$ cat config.mk
export PLATFORM = sky130hd
export DESIGN_NAME = lfsr_step_flat
export DESIGN_NICKNAME = d
export VERILOG_FILES = /design/src/shared/lfsr_step_if.sv /design/src/lfsr_step.sv /design/src/flat_wrapper.sv
export VERILOG_INCLUDE_DIRS = /design/src /design/src/shared
export SDC_FILE = /design/constraint.sdc
export NUM_CORES = 1
export LEC_CHECK = 0
export ABC_AREA = 1
export BUFFER_PORTS_ARGS = -buffer_cell sky130_fd_sc_hd__buf_2
export CORE_MARGIN = 3
export CORE_UTILIZATION = 51
export DETAILED_ROUTE_END_ITERATION = 10
export GPL_TIMING_DRIVEN = 0
export PLACE_DENSITY = 0.82
export SYNTH_ARGS = -nofsm -noshare
export SYNTH_HDL_FRONTEND = slang
export SYNTH_SLANG_ARGS = --single-unit
$ cat constraint.sdc
create_clock -name vclk -period 19.69
set_clock_uncertainty 0.2 [all_clocks]
set_input_delay 3.938 -clock vclk [all_inputs]
set_output_delay 3.938 -clock vclk [all_outputs]
set_load 0.02 [all_outputs]
$ cat src/shared/checker_consts.svh
// Constants for the block signature checker.
// Assumes inclusion by bare name from the shared folder.
`ifndef CHECKER_CONSTS_SVH
`define CHECKER_CONSTS_SVH

// ----------------------------------------------------------------
// Widths
// ----------------------------------------------------------------
`define SIG_W 32
`define WORD_W 16
`define CNT_W 16

// ----------------------------------------------------------------
// Reset values and fixed fills
// ----------------------------------------------------------------
`define SIG_RESET 32'h0000_0000
`define POLY_RESET 32'h0000_0000
`define CNT_ZERO 16'h0000
`define CNT_ONE 16'h0001
`define PRNG_FILL 16'h0000

`endif

$ cat src/shared/lfsr_step_if.sv
// Interface carrying one parallel compression step.
// Assumes the engine end is purely combinational.
`timescale 1ns/1ps
`include "checker_consts.svh"

interface lfsr_step_if;
  logic [`SIG_W-1:0] cur;
  logic [`SIG_W-1:0] poly;
  logic [`WORD_W-1:0] data;
  logic [`SIG_W-1:0] nxt;

  // Engine computes, user supplies operands
  modport engine (input cur, input poly, input data, output nxt);
  modport user (output cur, output poly, output data, input nxt);
endinterface : lfsr_step_if

$ cat src/lfsr_step.sv
// Sixteen-bit parallel division step of the signature register.
// Assumes operands are stable within the cycle; no state kept here.
`timescale 1ns/1ps
`include "checker_consts.svh"

module lfsr_step (
  // Operands and result
  lfsr_step_if.engine stp
);

  // ----------------------------------------------------------------
  // Unrolled bit-serial division, MSB of the word first
  // ----------------------------------------------------------------
  // Loop folds all word bits in one cycle; depth grows with WORD_W
  always_comb begin
    logic [`SIG_W-1:0] acc;
    logic fb;
    acc = stp.cur;
    fb = 1'b0;
    for (int i = `WORD_W - 1; i >= 0; i--) begin
      fb = acc[`SIG_W-1] ^ stp.data[i];
      acc = {acc[`SIG_W-2:0], 1'b0} ^ (fb ? stp.poly : `POLY_RESET);
    end
    stp.nxt = acc;
  end

endmodule : lfsr_step

$ cat src/flat_wrapper.sv
// flat-port wrapper written by rule: the top's interface ports become plain ports
module lfsr_step_flat 
  (stp_cur, stp_poly, stp_data, stp_nxt);
  lfsr_step_if stp_i ();
  input wire logic [$bits(stp_i.cur)-1:0] stp_cur;
  input wire logic [$bits(stp_i.poly)-1:0] stp_poly;
  input wire logic [$bits(stp_i.data)-1:0] stp_data;
  output wire logic [$bits(stp_i.nxt)-1:0] stp_nxt;
  assign stp_i.cur = stp_cur;
  assign stp_i.poly = stp_poly;
  assign stp_i.data = stp_data;
  assign stp_nxt = stp_i.nxt;
  lfsr_step u_core (.stp(stp_i));
endmodule
After elaboration in Yosys (flattened, before gate mapping)
Cells that the tools add are included.
{"block": "classes", "mux": 16, "multipliers": 0, "eq_ne": 0, "n_lt_le_gt_ge": 0, "div": 0, "n_addsub": 0, "shift": 0, "n_reduce_logical": 0, "n_bitwise": 32}
{"op": "two-way mux 32 bit", "count": 16}
{"op": "XOR 32 bit", "count": 16}
{"op": "XOR 1 bit", "count": 16}
{"block": "word_totals", "word_cells": 48, "output_inout_bits": 32, "memories": 0, "rom_bits": 0, "latch_bits": 0, "ramBits": 0, "inputBits": 80, "regBits": 0}

Longest topological paths before layout
Gate-level depths: netlist (run 1).
{"block": "logic_depth", "depth_word": 48, "mapped_depth": 54, "mapped_depth_nobuf": 52}

Worst setup path before layout (run 1)
Ideal clock, no wire load.
{"block": "synth_timing", "kind": "in2out", "start": "input port stp_poly[31]", "end": "output port stp_nxt[11]", "setup_slack_ns": 7.368, "path_buffers": 2, "t_arrival_ns": 8.184, "stages": 47, "path_cell_list": "buf_2 nand3_1 nand2_1 nand2_4 nand2_2 nand2_2 nand3_4 nand2_2 inv_2 nor2_8 nand2_1 nand2_1 nand2_2 nand2_4 inv_2 nor2_8 nand2_1 nand2_1 [... 11 more ...] nand2_1 inv_2 nor2_8 nand2_1 nand2_1 nand2_2 nand2_2 inv_2 nor2_4 nand2_1 nand2_1 nand2_2 nand2_2 inv_2 nor2_8 buf_6 nand3_2 nand2_1"}
{"block": "synth_via", "elab_chain_cells": 47}
{"item": "start, declared", "line_no": "flat_wrapper.sv:6", "source": "input wire logic [$bits(stp_i.poly)-1:0] stp_poly;"}
{"item": "two-way mux 32 bit (no source line)"}
{"item": "XOR 32 bit", "line_no": "lfsr_step.sv:22", "source": "acc = {acc[`SIG_W-2:0], 1'b0} ^ (fb ? stp.poly : `POLY_RESET);"}
{"item": "XOR 1 bit", "line_no": "lfsr_step.sv:21", "source": "fb = acc[`SIG_W-1] ^ stp.data[i];"}
{"item": "two-way mux 32 bit (no source line)"}
{"item": "XOR 32 bit", "line_no": "lfsr_step.sv:22"}
{"item": "XOR 1 bit", "line_no": "lfsr_step.sv:21"}
{"item": "two-way mux 32 bit (no source line)"}
{"item": "XOR 32 bit", "line_no": "lfsr_step.sv:22"}
{"item": "[... 31 more ...]"}
{"item": "two-way mux 32 bit (no source line)"}
{"item": "XOR 32 bit", "line_no": "lfsr_step.sv:22"}
{"item": "XOR 1 bit", "line_no": "lfsr_step.sv:21"}
{"item": "two-way mux 32 bit (no source line)"}
{"item": "XOR 32 bit (*)", "line_no": "lfsr_step.sv:22"}
{"item": "XOR 1 bit", "line_no": "lfsr_step.sv:21"}
{"item": "two-way mux 32 bit (no source line)"}
{"item": "XOR 32 bit (*)", "line_no": "lfsr_step.sv:22"}
{"item": "end, declared", "line_no": "flat_wrapper.sv:8", "source": "output wire logic [$bits(stp_i.nxt)-1:0] stp_nxt;"}
Every way passes the cells marked *; elsewhere a longest branch is shown, timed or not.

Worst setup path after layout (run 1)
{"block": "layout_timing", "start": "input port stp_poly[29]", "end": "output port stp_nxt[28]"}
{"block": "layout_via", "elab_chain_cells": 43}
{"item": "two-way mux 32 bit (no source line)"}
{"item": "XOR 32 bit (3 in series)", "line_no": "lfsr_step.sv:22"}
{"item": "XOR 1 bit", "line_no": "lfsr_step.sv:21"}
{"item": "two-way mux 32 bit (no source line)"}
{"item": "XOR 32 bit", "line_no": "lfsr_step.sv:22"}
{"item": "XOR 1 bit", "line_no": "lfsr_step.sv:21"}
{"item": "two-way mux 32 bit (no source line)"}
{"item": "XOR 32 bit", "line_no": "lfsr_step.sv:22"}
{"item": "[... 25 more ...]"}
{"item": "two-way mux 32 bit (no source line)"}
{"item": "XOR 32 bit (*)", "line_no": "lfsr_step.sv:22"}
{"item": "XOR 1 bit", "line_no": "lfsr_step.sv:21"}
{"item": "two-way mux 32 bit (no source line)"}
{"item": "XOR 32 bit (*)", "line_no": "lfsr_step.sv:22"}
{"item": "XOR 1 bit", "line_no": "lfsr_step.sv:21"}
{"item": "two-way mux 32 bit (no source line)"}
{"item": "XOR 32 bit (*)", "line_no": "lfsr_step.sv:22"}
Marks and branches as above.

==> reports/results.tsv, run 1 <==
stage	metric	value	unit
outcome	status	complete, no violations	
worst_setup_path	crit-path max FO	10	
drt	1st-pass router iterations	8	
timing	Final Hold Vio Count	0	
timing	final period utilization	69.5	%
cells_and_area	layout cells sized above 1	11.8	%
worst_setup_path	crit path DAT	9540	ps
synth	register area share after synthesis	0	%
global_routing	total grt overflow	0	
floorplan	DIE WIDTH	141	um
worst_setup_path	CP max-delay cell	clkbuf_1	
timing	Slew @ Worst Pin	735	ps
drt	drt initial violations	816	
clock_tree	Post-CTS Setup Repair Bufs	0	
worst_hold_path	class of the worst hold path	input pin to output pin	
drt	final wirelength	26500	um
synth	Syn Area/Cell	5.27	um^2
global_routing	GRT Overall Usage	25.4	%
cells_and_area	register area	0	um^2
floorplan	Rows	48	
global_routing	first-pass GRT wire length	43600	um
floorplan	Die H	141	um
synth	Area contributors post-synth	xnor2_1, nand2_1, nor2_1	
clock_tree	Post-CTS Hold Buffers	0	
worst_setup_path	WP data required	15550	ps
cells_and_area	non-filler cells in the finished layout	2075	
timing	Tmin final	13680	ps
floorplan	Starting Density	52.9	%
synth	Yosys top cell area share	26.0	%
drt	DR vias	10500	
synth	Synth Instances	1765	
placed_design	DP Area	10000	um^2
synth	Netlist cell types	29	
synth	synth warn	0	
cells_and_area	seq_cells	0	
clock_tree	# resized after CTS	0	
cells_and_area	ANT cells	0	
synth	Synth Net Count	1845	
global_routing	vias in the first global route	9270	
cells_and_area	CLK BUF	0	
placed_design	routability cong.	0.929	
cells_and_area	fin nets	1932	
timing	fin. max-slew vios	0	
worst_setup_path	CP max stage delay	490	ps
worst_setup_path	startpoint types	input pin	
cells_and_area	Final Cell Area	10000	um^2
synth	Yosys top cell by area	xnor2_1	
drt	Residual DRC	0	
worst_hold_path	Hold EP	stp_nxt[24]	
synth	Syn Std Cell Area	9300	um^2
placed_design	Placed Instances	2075	
worst_setup_path	most used cell, CP	nand2_1	
synth	Post-synth top cells	nand2_1, nor2_1, xnor2_1	
drt	Final ANT Viol Nets	0	
floorplan	total core area	17600	um^2
placed_design	Post-DP HPWL	20800	um
timing	WHS	8100	ps
floorplan	die footprint	19900	um^2
synth	most common cell in the synthesized netlist	nand2_1	
global_routing	largest net degree at the start of global routing	11	
timing	Fmax	0.0731	GHz
cells_and_area	area delta synth->final	7.60	%
worst_hold_path	hold path depth	4	
job	Max-Cap Viols	0	
timing	setup TNS	0	ps
worst_setup_path	critical path endpoint category	output pin	
worst_hold_path	worst hold path startpoint	stp_poly[24]	
timing	max_slew headroom	51.0	%
placed_design	IO buf count	85	
worst_setup_path	crit path kind	input pin to output pin	
drt	Routed wire per std cell	12.8	um
timing	Setup-failing EPs final	0	
floorplan	I/O pin total	112	
timing	RSZ-0062 raised after global routing	no	
drt	drt via density	5.06	
global_routing	initial antenna violation count	0	
[cells by family after synthesis]
| kind of cell | count (synthesis) | synth area share (%) |
|---|---|---|
| compound gates | 39 | 2.10 |
| xor+xnor | 382 | 36.1 |
| buf+inv | 319 | 13.6 |
| simple gates | 1025 | 48.2 |
[metrics by stage]
step	worst slack, ps	util, %
after floorplan	7370	-
after global placement	6360	56.9
after detailed placement	6180	56.9
after CTS	6180	56.9
after global routing	5450	56.9
final	6010	56.9
[how the worst max path moves through the flow]
stage                            start     endpoint  slack (ps)  cells after the start
after global routing      stp_data[15]  stp_nxt[11]        5450                     51
after detailed placement  stp_poly[29]  stp_nxt[28]        6180                     41
after floorplan           stp_poly[31]  stp_nxt[11]        7370                     47
after global placement    stp_poly[29]  stp_nxt[21]        6360                     41
final                     stp_poly[29]  stp_nxt[28]        6010                     41
after CTS                 stp_poly[29]  stp_nxt[28]        6180                     41
[metal layers]
metal,track usage (%),vias up,routed length (um)
met4,3.98,0,382
met5,0,-,0
met2,43.3,372,12000
met3,1.26,40,1910
li1,-,5400,-
met1,36.1,4687,12200
[placed cells by master, fill, tap and decap left out, drive strengths merged]
cell type	netlist	final
o21ai	38	38
inv	203	203
nand2	537	537
nand4	4	4
clkinv	7	7
nor2	311	311
buf	51	136
or2	3	3
nand2b	1	1
nand3	167	167
clkbuf	58	58
nor3	1	1
a21oi	1	1
xor2	105	105
nand3b	1	1
xnor2	277	277
[area by class of cell]
cell class	count	area (um^2)
plain buffers	109	478
fillers	1803	7590
inverters	210	788
multi-input cells	1446	8040
well taps	225	282
repair buffers	85	425
[critical path, delay by kind of cell]
| family | cells | cell delay, ps |
|---|---|---|
| xor gates and xnor gates | 1 | 180 |
| and+or+nand+nor | 29 | 3300 |
| buffers and inverters | 9 | 1800 |
| AOI/OAI and AO/OA | 2 | 310 |
Power of run 1 is left out: the tool's default activity adds up to more than one toggle a clock period on the data nets, which glitch-free logic cannot reach.
==> inputs of run 2 (changes only) <==
--- a/config.mk
+++ b/config.mk
@@ -6,7 +6,7 @@
 export SDC_FILE = /design/constraint.sdc
 export NUM_CORES = 1
 export LEC_CHECK = 0
-export ABC_AREA = 1
+export ABC_AREA = 0
 export BUFFER_PORTS_ARGS = -buffer_cell sky130_fd_sc_hd__buf_2
 export CORE_MARGIN = 3
 export CORE_UTILIZATION = 51
==> constraint.sdc (replaced) <==
create_clock -name vclk -period 13.8
set_clock_uncertainty 0.2 [all_clocks]
set_input_delay 2.76 -clock vclk [all_inputs]
set_output_delay 2.76 -clock vclk [all_outputs]
set_load 0.02 [all_outputs]
==> reports/results.tsv, run 2 <==
stage	metric	value	unit
drt	Met1 Wirelength	14800	um
cells_and_area	register area	0	um^2
drt	WL met3	2640	um
worst_setup_path	crit-path max FO	10	
worst_setup_path	crit path kind	input pin to output pin	
cells_and_area	area delta synth->final	7.90	%
global_routing	total grt overflow	0	
floorplan	total core area	19800	um^2
outcome	status	complete, no violations	
timing	max_slew headroom	50.8	%
timing	Final Hold Vio Count	0	
synth	register area share after synthesis	0	%
cells_and_area	layout cells sized above 1	11.4	%
floorplan	Die H	149	um
drt	Routed wire per std cell	16.4	um
placed_design	pre-CTS WS	366	ps
timing	RSZ-0062 raised after global routing	no	
timing	Fmax	0.0757	GHz
synth	Syn Area/Cell	6.62	um^2
clock_tree	# resized after CTS	0	
drt	top routing layer in use	met4	
timing	final period utilization	95.7	%
global_routing	first-pass GRT wire length	51800	um
clock_tree	Post-CTS Setup Repair Bufs	0	
placed_design	IO buf count	90	
synth	most common cell in the synthesized netlist	nand2_1	
drt	drt initial violations	1041	
worst_setup_path	most used cell, CP	buf_2	
worst_setup_path	critical path endpoint category	output pin	
synth	Synth Instances	1575	
global_routing	initial antenna violation count	0	
global_routing	vias in the first global route	10200	
clock_tree	Post-CTS Hold Buffers	0	
synth	Syn Std Cell Area	10400	um^2
drt	Final ANT Viol Nets	0	
timing	Tmin final	13210	ps
floorplan	I/O pin total	112	
floorplan	die footprint	22200	um^2
drt	final wirelength	31700	um
worst_setup_path	CP max stage delay	630	ps
cells_and_area	Fillers	1914	
cells_and_area	most frequent cells in the layout	nand2_1, xnor2_1, buf_2	
drt	drt via density	5.85	
global_routing	largest net degree at the start of global routing	11	
placed_design	Post-DP HPWL	25600	um
timing	post-layout worst setup margin	588	ps
cells_and_area	most common cell after layout, fill and taps aside	nand2_1	
synth	synth warn	0	
job	Max-Cap Viols	0	
synth	Yosys top cell by area	xnor2_1	
global_routing	GRT Overall Usage	27.1	%
floorplan	DIE WIDTH	149	um
floorplan	Rows	51	
synth	Area contributors post-synth	xnor2_1, nand2_1, xnor3_1	
worst_setup_path	startpoint types	input pin	
timing	Setup-failing EPs final	0	
placed_design	routability cong.	0.973	
drt	met2 wire length	13700	um
timing	fin. max-slew vios	0	
floorplan	Starting Density	52.7	%
drt	DR vias	11300	
worst_setup_path	WP data required	10840	ps
synth	Synth Net Count	1655	
worst_setup_path	crit path DAT	10250	ps
worst_setup_path	Setup crit start	stp_poly[31]	
cells_and_area	seq_cells	0	
timing	Slew @ Worst Pin	732	ps
drt	Residual DRC	0	
cells_and_area	fin nets	1747	
synth	Netlist cell types	96	
worst_hold_path	class of the worst hold path	input pin to output pin	
synth	Post-synth top cells	nand2_1, xnor2_1, clkbuf_1	
drt	1st-pass router iterations	5	
cells_and_area	ANT cells	0	
synth	Yosys top cell area share	31.4	%
timing	setup TNS	0	ps
worst_setup_path	Critical path destination	stp_nxt[6]	
worst_setup_path	CP max-delay cell	a2111oi_0	
cells_and_area	CLK BUF	0	
worst_hold_path	worst hold path startpoint	stp_poly[5]	
timing	WHS	6220	ps
## run 2: changes by cell type in the layout (fill, tap and decap cells not counted), moves of 19 or more
cell      delta
nor2_1     -237
inv_1      -168
nand3_1    -114
xnor2_1     +98
xor2_1      -79
xnor3_1     +35
mux2i_1     +34
a21oi_1     +32
clkbuf_1    +31
nor3_1      +30
inv_2       -23
nand2_2     -22
nand3_2     -19
## run 2: critical path: cells and delay by family
| kind | cells | cell delay [ps] |
|---|---|---|
| muxes | 1 | 200 |
| buffers and inverters | 7 | 1350 |
| and+or+nand+nor | 7 | 1580 |
| xor gates and xnor gates | 3 | 1140 |
| AOI/OAI and AO/OA | 9 | 3190 |
## run 2: how the worst min path moves through the flow
stage | to | cells past startpoint
finish | stp_nxt[6] | 5
floorplan | stp_nxt[0] | 3
detailed placement | stp_nxt[8] | 6
CTS | stp_nxt[8] | 6
global placement | stp_nxt[8] | 6
global route | stp_nxt[6] | 5
## run 2: routing by layer
layer | GRT usage [%] | vias to the layer above
met5 | 0 | -
met4 | 4.81 | 0
met3 | 1.55 | 56
met2 | 42.7 | 572
met1 | 41.3 | 5189
li1 | - | 5469
## run 2: final cells by class
| type | count | area, um^2 | area share [%] |
|---|---|---|---|
| repair buffers | 90 | 450 | 4.00 |
| well taps | 265 | 332 | 2.95 |
| plain buffers | 146 | 617 | 5.48 |
| inverters | 12 | 45.0 | 0.400 |
| multi-input cells | 1417 | 9810 | 87.2 |
## run 2: logic make-up (layout without fill, tap and decap cells)
family	count (synthesis)	in the layout	share of synthesized area (%)
AO/OA/AOI/OAI	254	254	19.2
XOR/XNOR	445	445	43.0
buffers and inverters	158	248	6.31
multiplexers	41	41	4.13
AND/OR/NAND/NOR	677	677	27.3
## run 2: stage by stage
stage / instances / utilization (%) / area, um^2
CTS: 1930 / 56.7 / 11200
global placement: 1930 / 56.7 / 11200
detailed placement: 1930 / 56.7 / 11200
floorplan: 1575 / - / 10400
global route: 1930 / 56.9 / 11300
finish: 1930 / 56.9 / 11300
Power of run 2 is left out for the same reason.
==> inputs of run 3 (changes only) <==
--- a/config.mk
+++ b/config.mk
@@ -12,7 +12,7 @@
 export CORE_UTILIZATION = 51
 export DETAILED_ROUTE_END_ITERATION = 10
 export GPL_TIMING_DRIVEN = 0
-export PLACE_DENSITY = 0.82
+export PLACE_DENSITY = 0.76
 export SYNTH_ARGS = -nofsm -noshare
 export SYNTH_HDL_FRONTEND = slang
 export SYNTH_SLANG_ARGS = --single-unit
==> reports/results.tsv, run 3 (synthesis gave the netlist of run 2 again) <==
stage	metric	value	unit
outcome	status	complete, no violations	
floorplan	DIE WIDTH	149	um
cells_and_area	CLK BUF	0	
worst_setup_path	Worst Path Buf+Inv	8	
floorplan	Starting Density	52.7	%
worst_setup_path	crit path DAT	10500	ps
timing	fin. max-slew vios	0	
placed_design	Placed Instances	1930	
cells_and_area	post-layout util	56.8	%
floorplan	total core area	19800	um^2
worst_setup_path	CP max-delay cell	nor2_1	
floorplan	I/O pin total	112	
cells_and_area	most frequent cells in the layout	nand2_1, xnor2_1, buf_2	
cells_and_area	most common cell after layout, fill and taps aside	nand2_1	
worst_setup_path	crit path kind	input pin to output pin	
drt	DR vias	11200	
timing	RSZ-0062 raised after global routing	no	
worst_setup_path	crit-path max FO	10	
placed_design	Post-DP HPWL	25700	um
placed_design	routability cong.	0.995	
worst_setup_path	CP max stage delay	590	ps
cells_and_area	ANT cells	0	
timing	max_slew headroom	49.6	%
global_routing	total grt overflow	0	
cells_and_area	Fillers	1942	
drt	final wirelength	31600	um
drt	drt initial violations	1081	
timing	final period utilization	97.5	%
global_routing	first-pass GRT wire length	50900	um
worst_setup_path	cell family with most CP delay	compound AO/OA/AOI/OAI gates	
drt	Residual DRC	0	
drt	1st-pass router iterations	6	
cells_and_area	area delta synth->final	7.71	%
worst_hold_path	class of the worst hold path	input pin to output pin	
floorplan	Die H	149	um
timing	Tmin final	13460	ps
job	Max-Cap Viols	0	
worst_setup_path	WP data required	10840	ps
global_routing	largest net degree at the start of global routing	11	
timing	setup TNS	0	ps
global_routing	vias in the first global route	9939	
timing	Setup-failing EPs final	0	
cells_and_area	seq_cells	0	
timing	Final Hold Vio Count	0	
cells_and_area	register area	0	um^2
worst_setup_path	startpoint types	input pin	
cells_and_area	layout cells sized above 1	11.1	%
timing	Slew @ Worst Pin	749	ps
cells_and_area	non-filler cells in the finished layout	1930	
clock_tree	Post-CTS Hold Buffers	0	
timing	Fmax	0.0743	GHz
worst_setup_path	most used cell, CP	buf_2	
worst_setup_path	critical path endpoint category	output pin	
drt	drt via density	5.79	
drt	Routed wire per std cell	16.4	um
floorplan	Rows	51	
timing	WHS	6220	ps
global_routing	GRT Overall Usage	26.8	%
floorplan	die footprint	22200	um^2
drt	Final ANT Viol Nets	0	
placed_design	IO buf count	90	
global_routing	initial antenna violation count	0	
cells_and_area	fin nets	1747	
[run 3: cell count changes in the layout (fill, tap and decap cells not counted)]
cell      delta
clkbuf_1     +2
clkbuf_2     -2
xor2_1       +2
xor2_2       -2
nor2_1       +1
nor2_2       -1
[run 3: final timing paths]
kind / cells past startpoint / to / slack (ps) / from
worst max-delay path: 27 / stp_nxt[21] / 340 / stp_poly[31]
worst min-delay path: 6 / stp_nxt[8] / 6220 / stp_poly[7]
[run 3: per-layer routing]
metal	vias up	part of all wire [%]	GRT usage, %
met3	36	8.7	1.19
li1	5469	-	-
met2	543	43	41.8
met4	0	1.5	4.39
met1	5133	47	41.6
met5	-	0	0
[run 3: timing repair]
item,CTS,global route
buffers inserted,0,0
endpoints found under the setup margin,0,32
gates resized for setup,0,5
[run 3: tightest hold or removal path, stage by stage]
cell and delay, ps:
clkbuf_1 170, buf_2 240, nand2_1 90, xnor3_1 170, xnor2_1 70, buf_2 150
[run 3: final cells by class]
| cell class | count | area, um^2 | area share [%] |
|---|---|---|---|
| plain buffers | 146 | 614 | 5.47 |
| inverters | 12 | 45.0 | 0.401 |
| multi-input cells | 1417 | 9800 | 87.2 |
| well taps | 265 | 332 | 2.95 |
| repair buffers | 90 | 450 | 4.01 |
[run 3: per-stage QoR]
step	setup WS (ps)	area [um^2]
global placement	400	11200
floorplan	1970	10400
finish	342	11200
CTS	195	11200
global route	50.0	11200
detailed placement	237	11200
Power of run 3 is left out for the same reason.
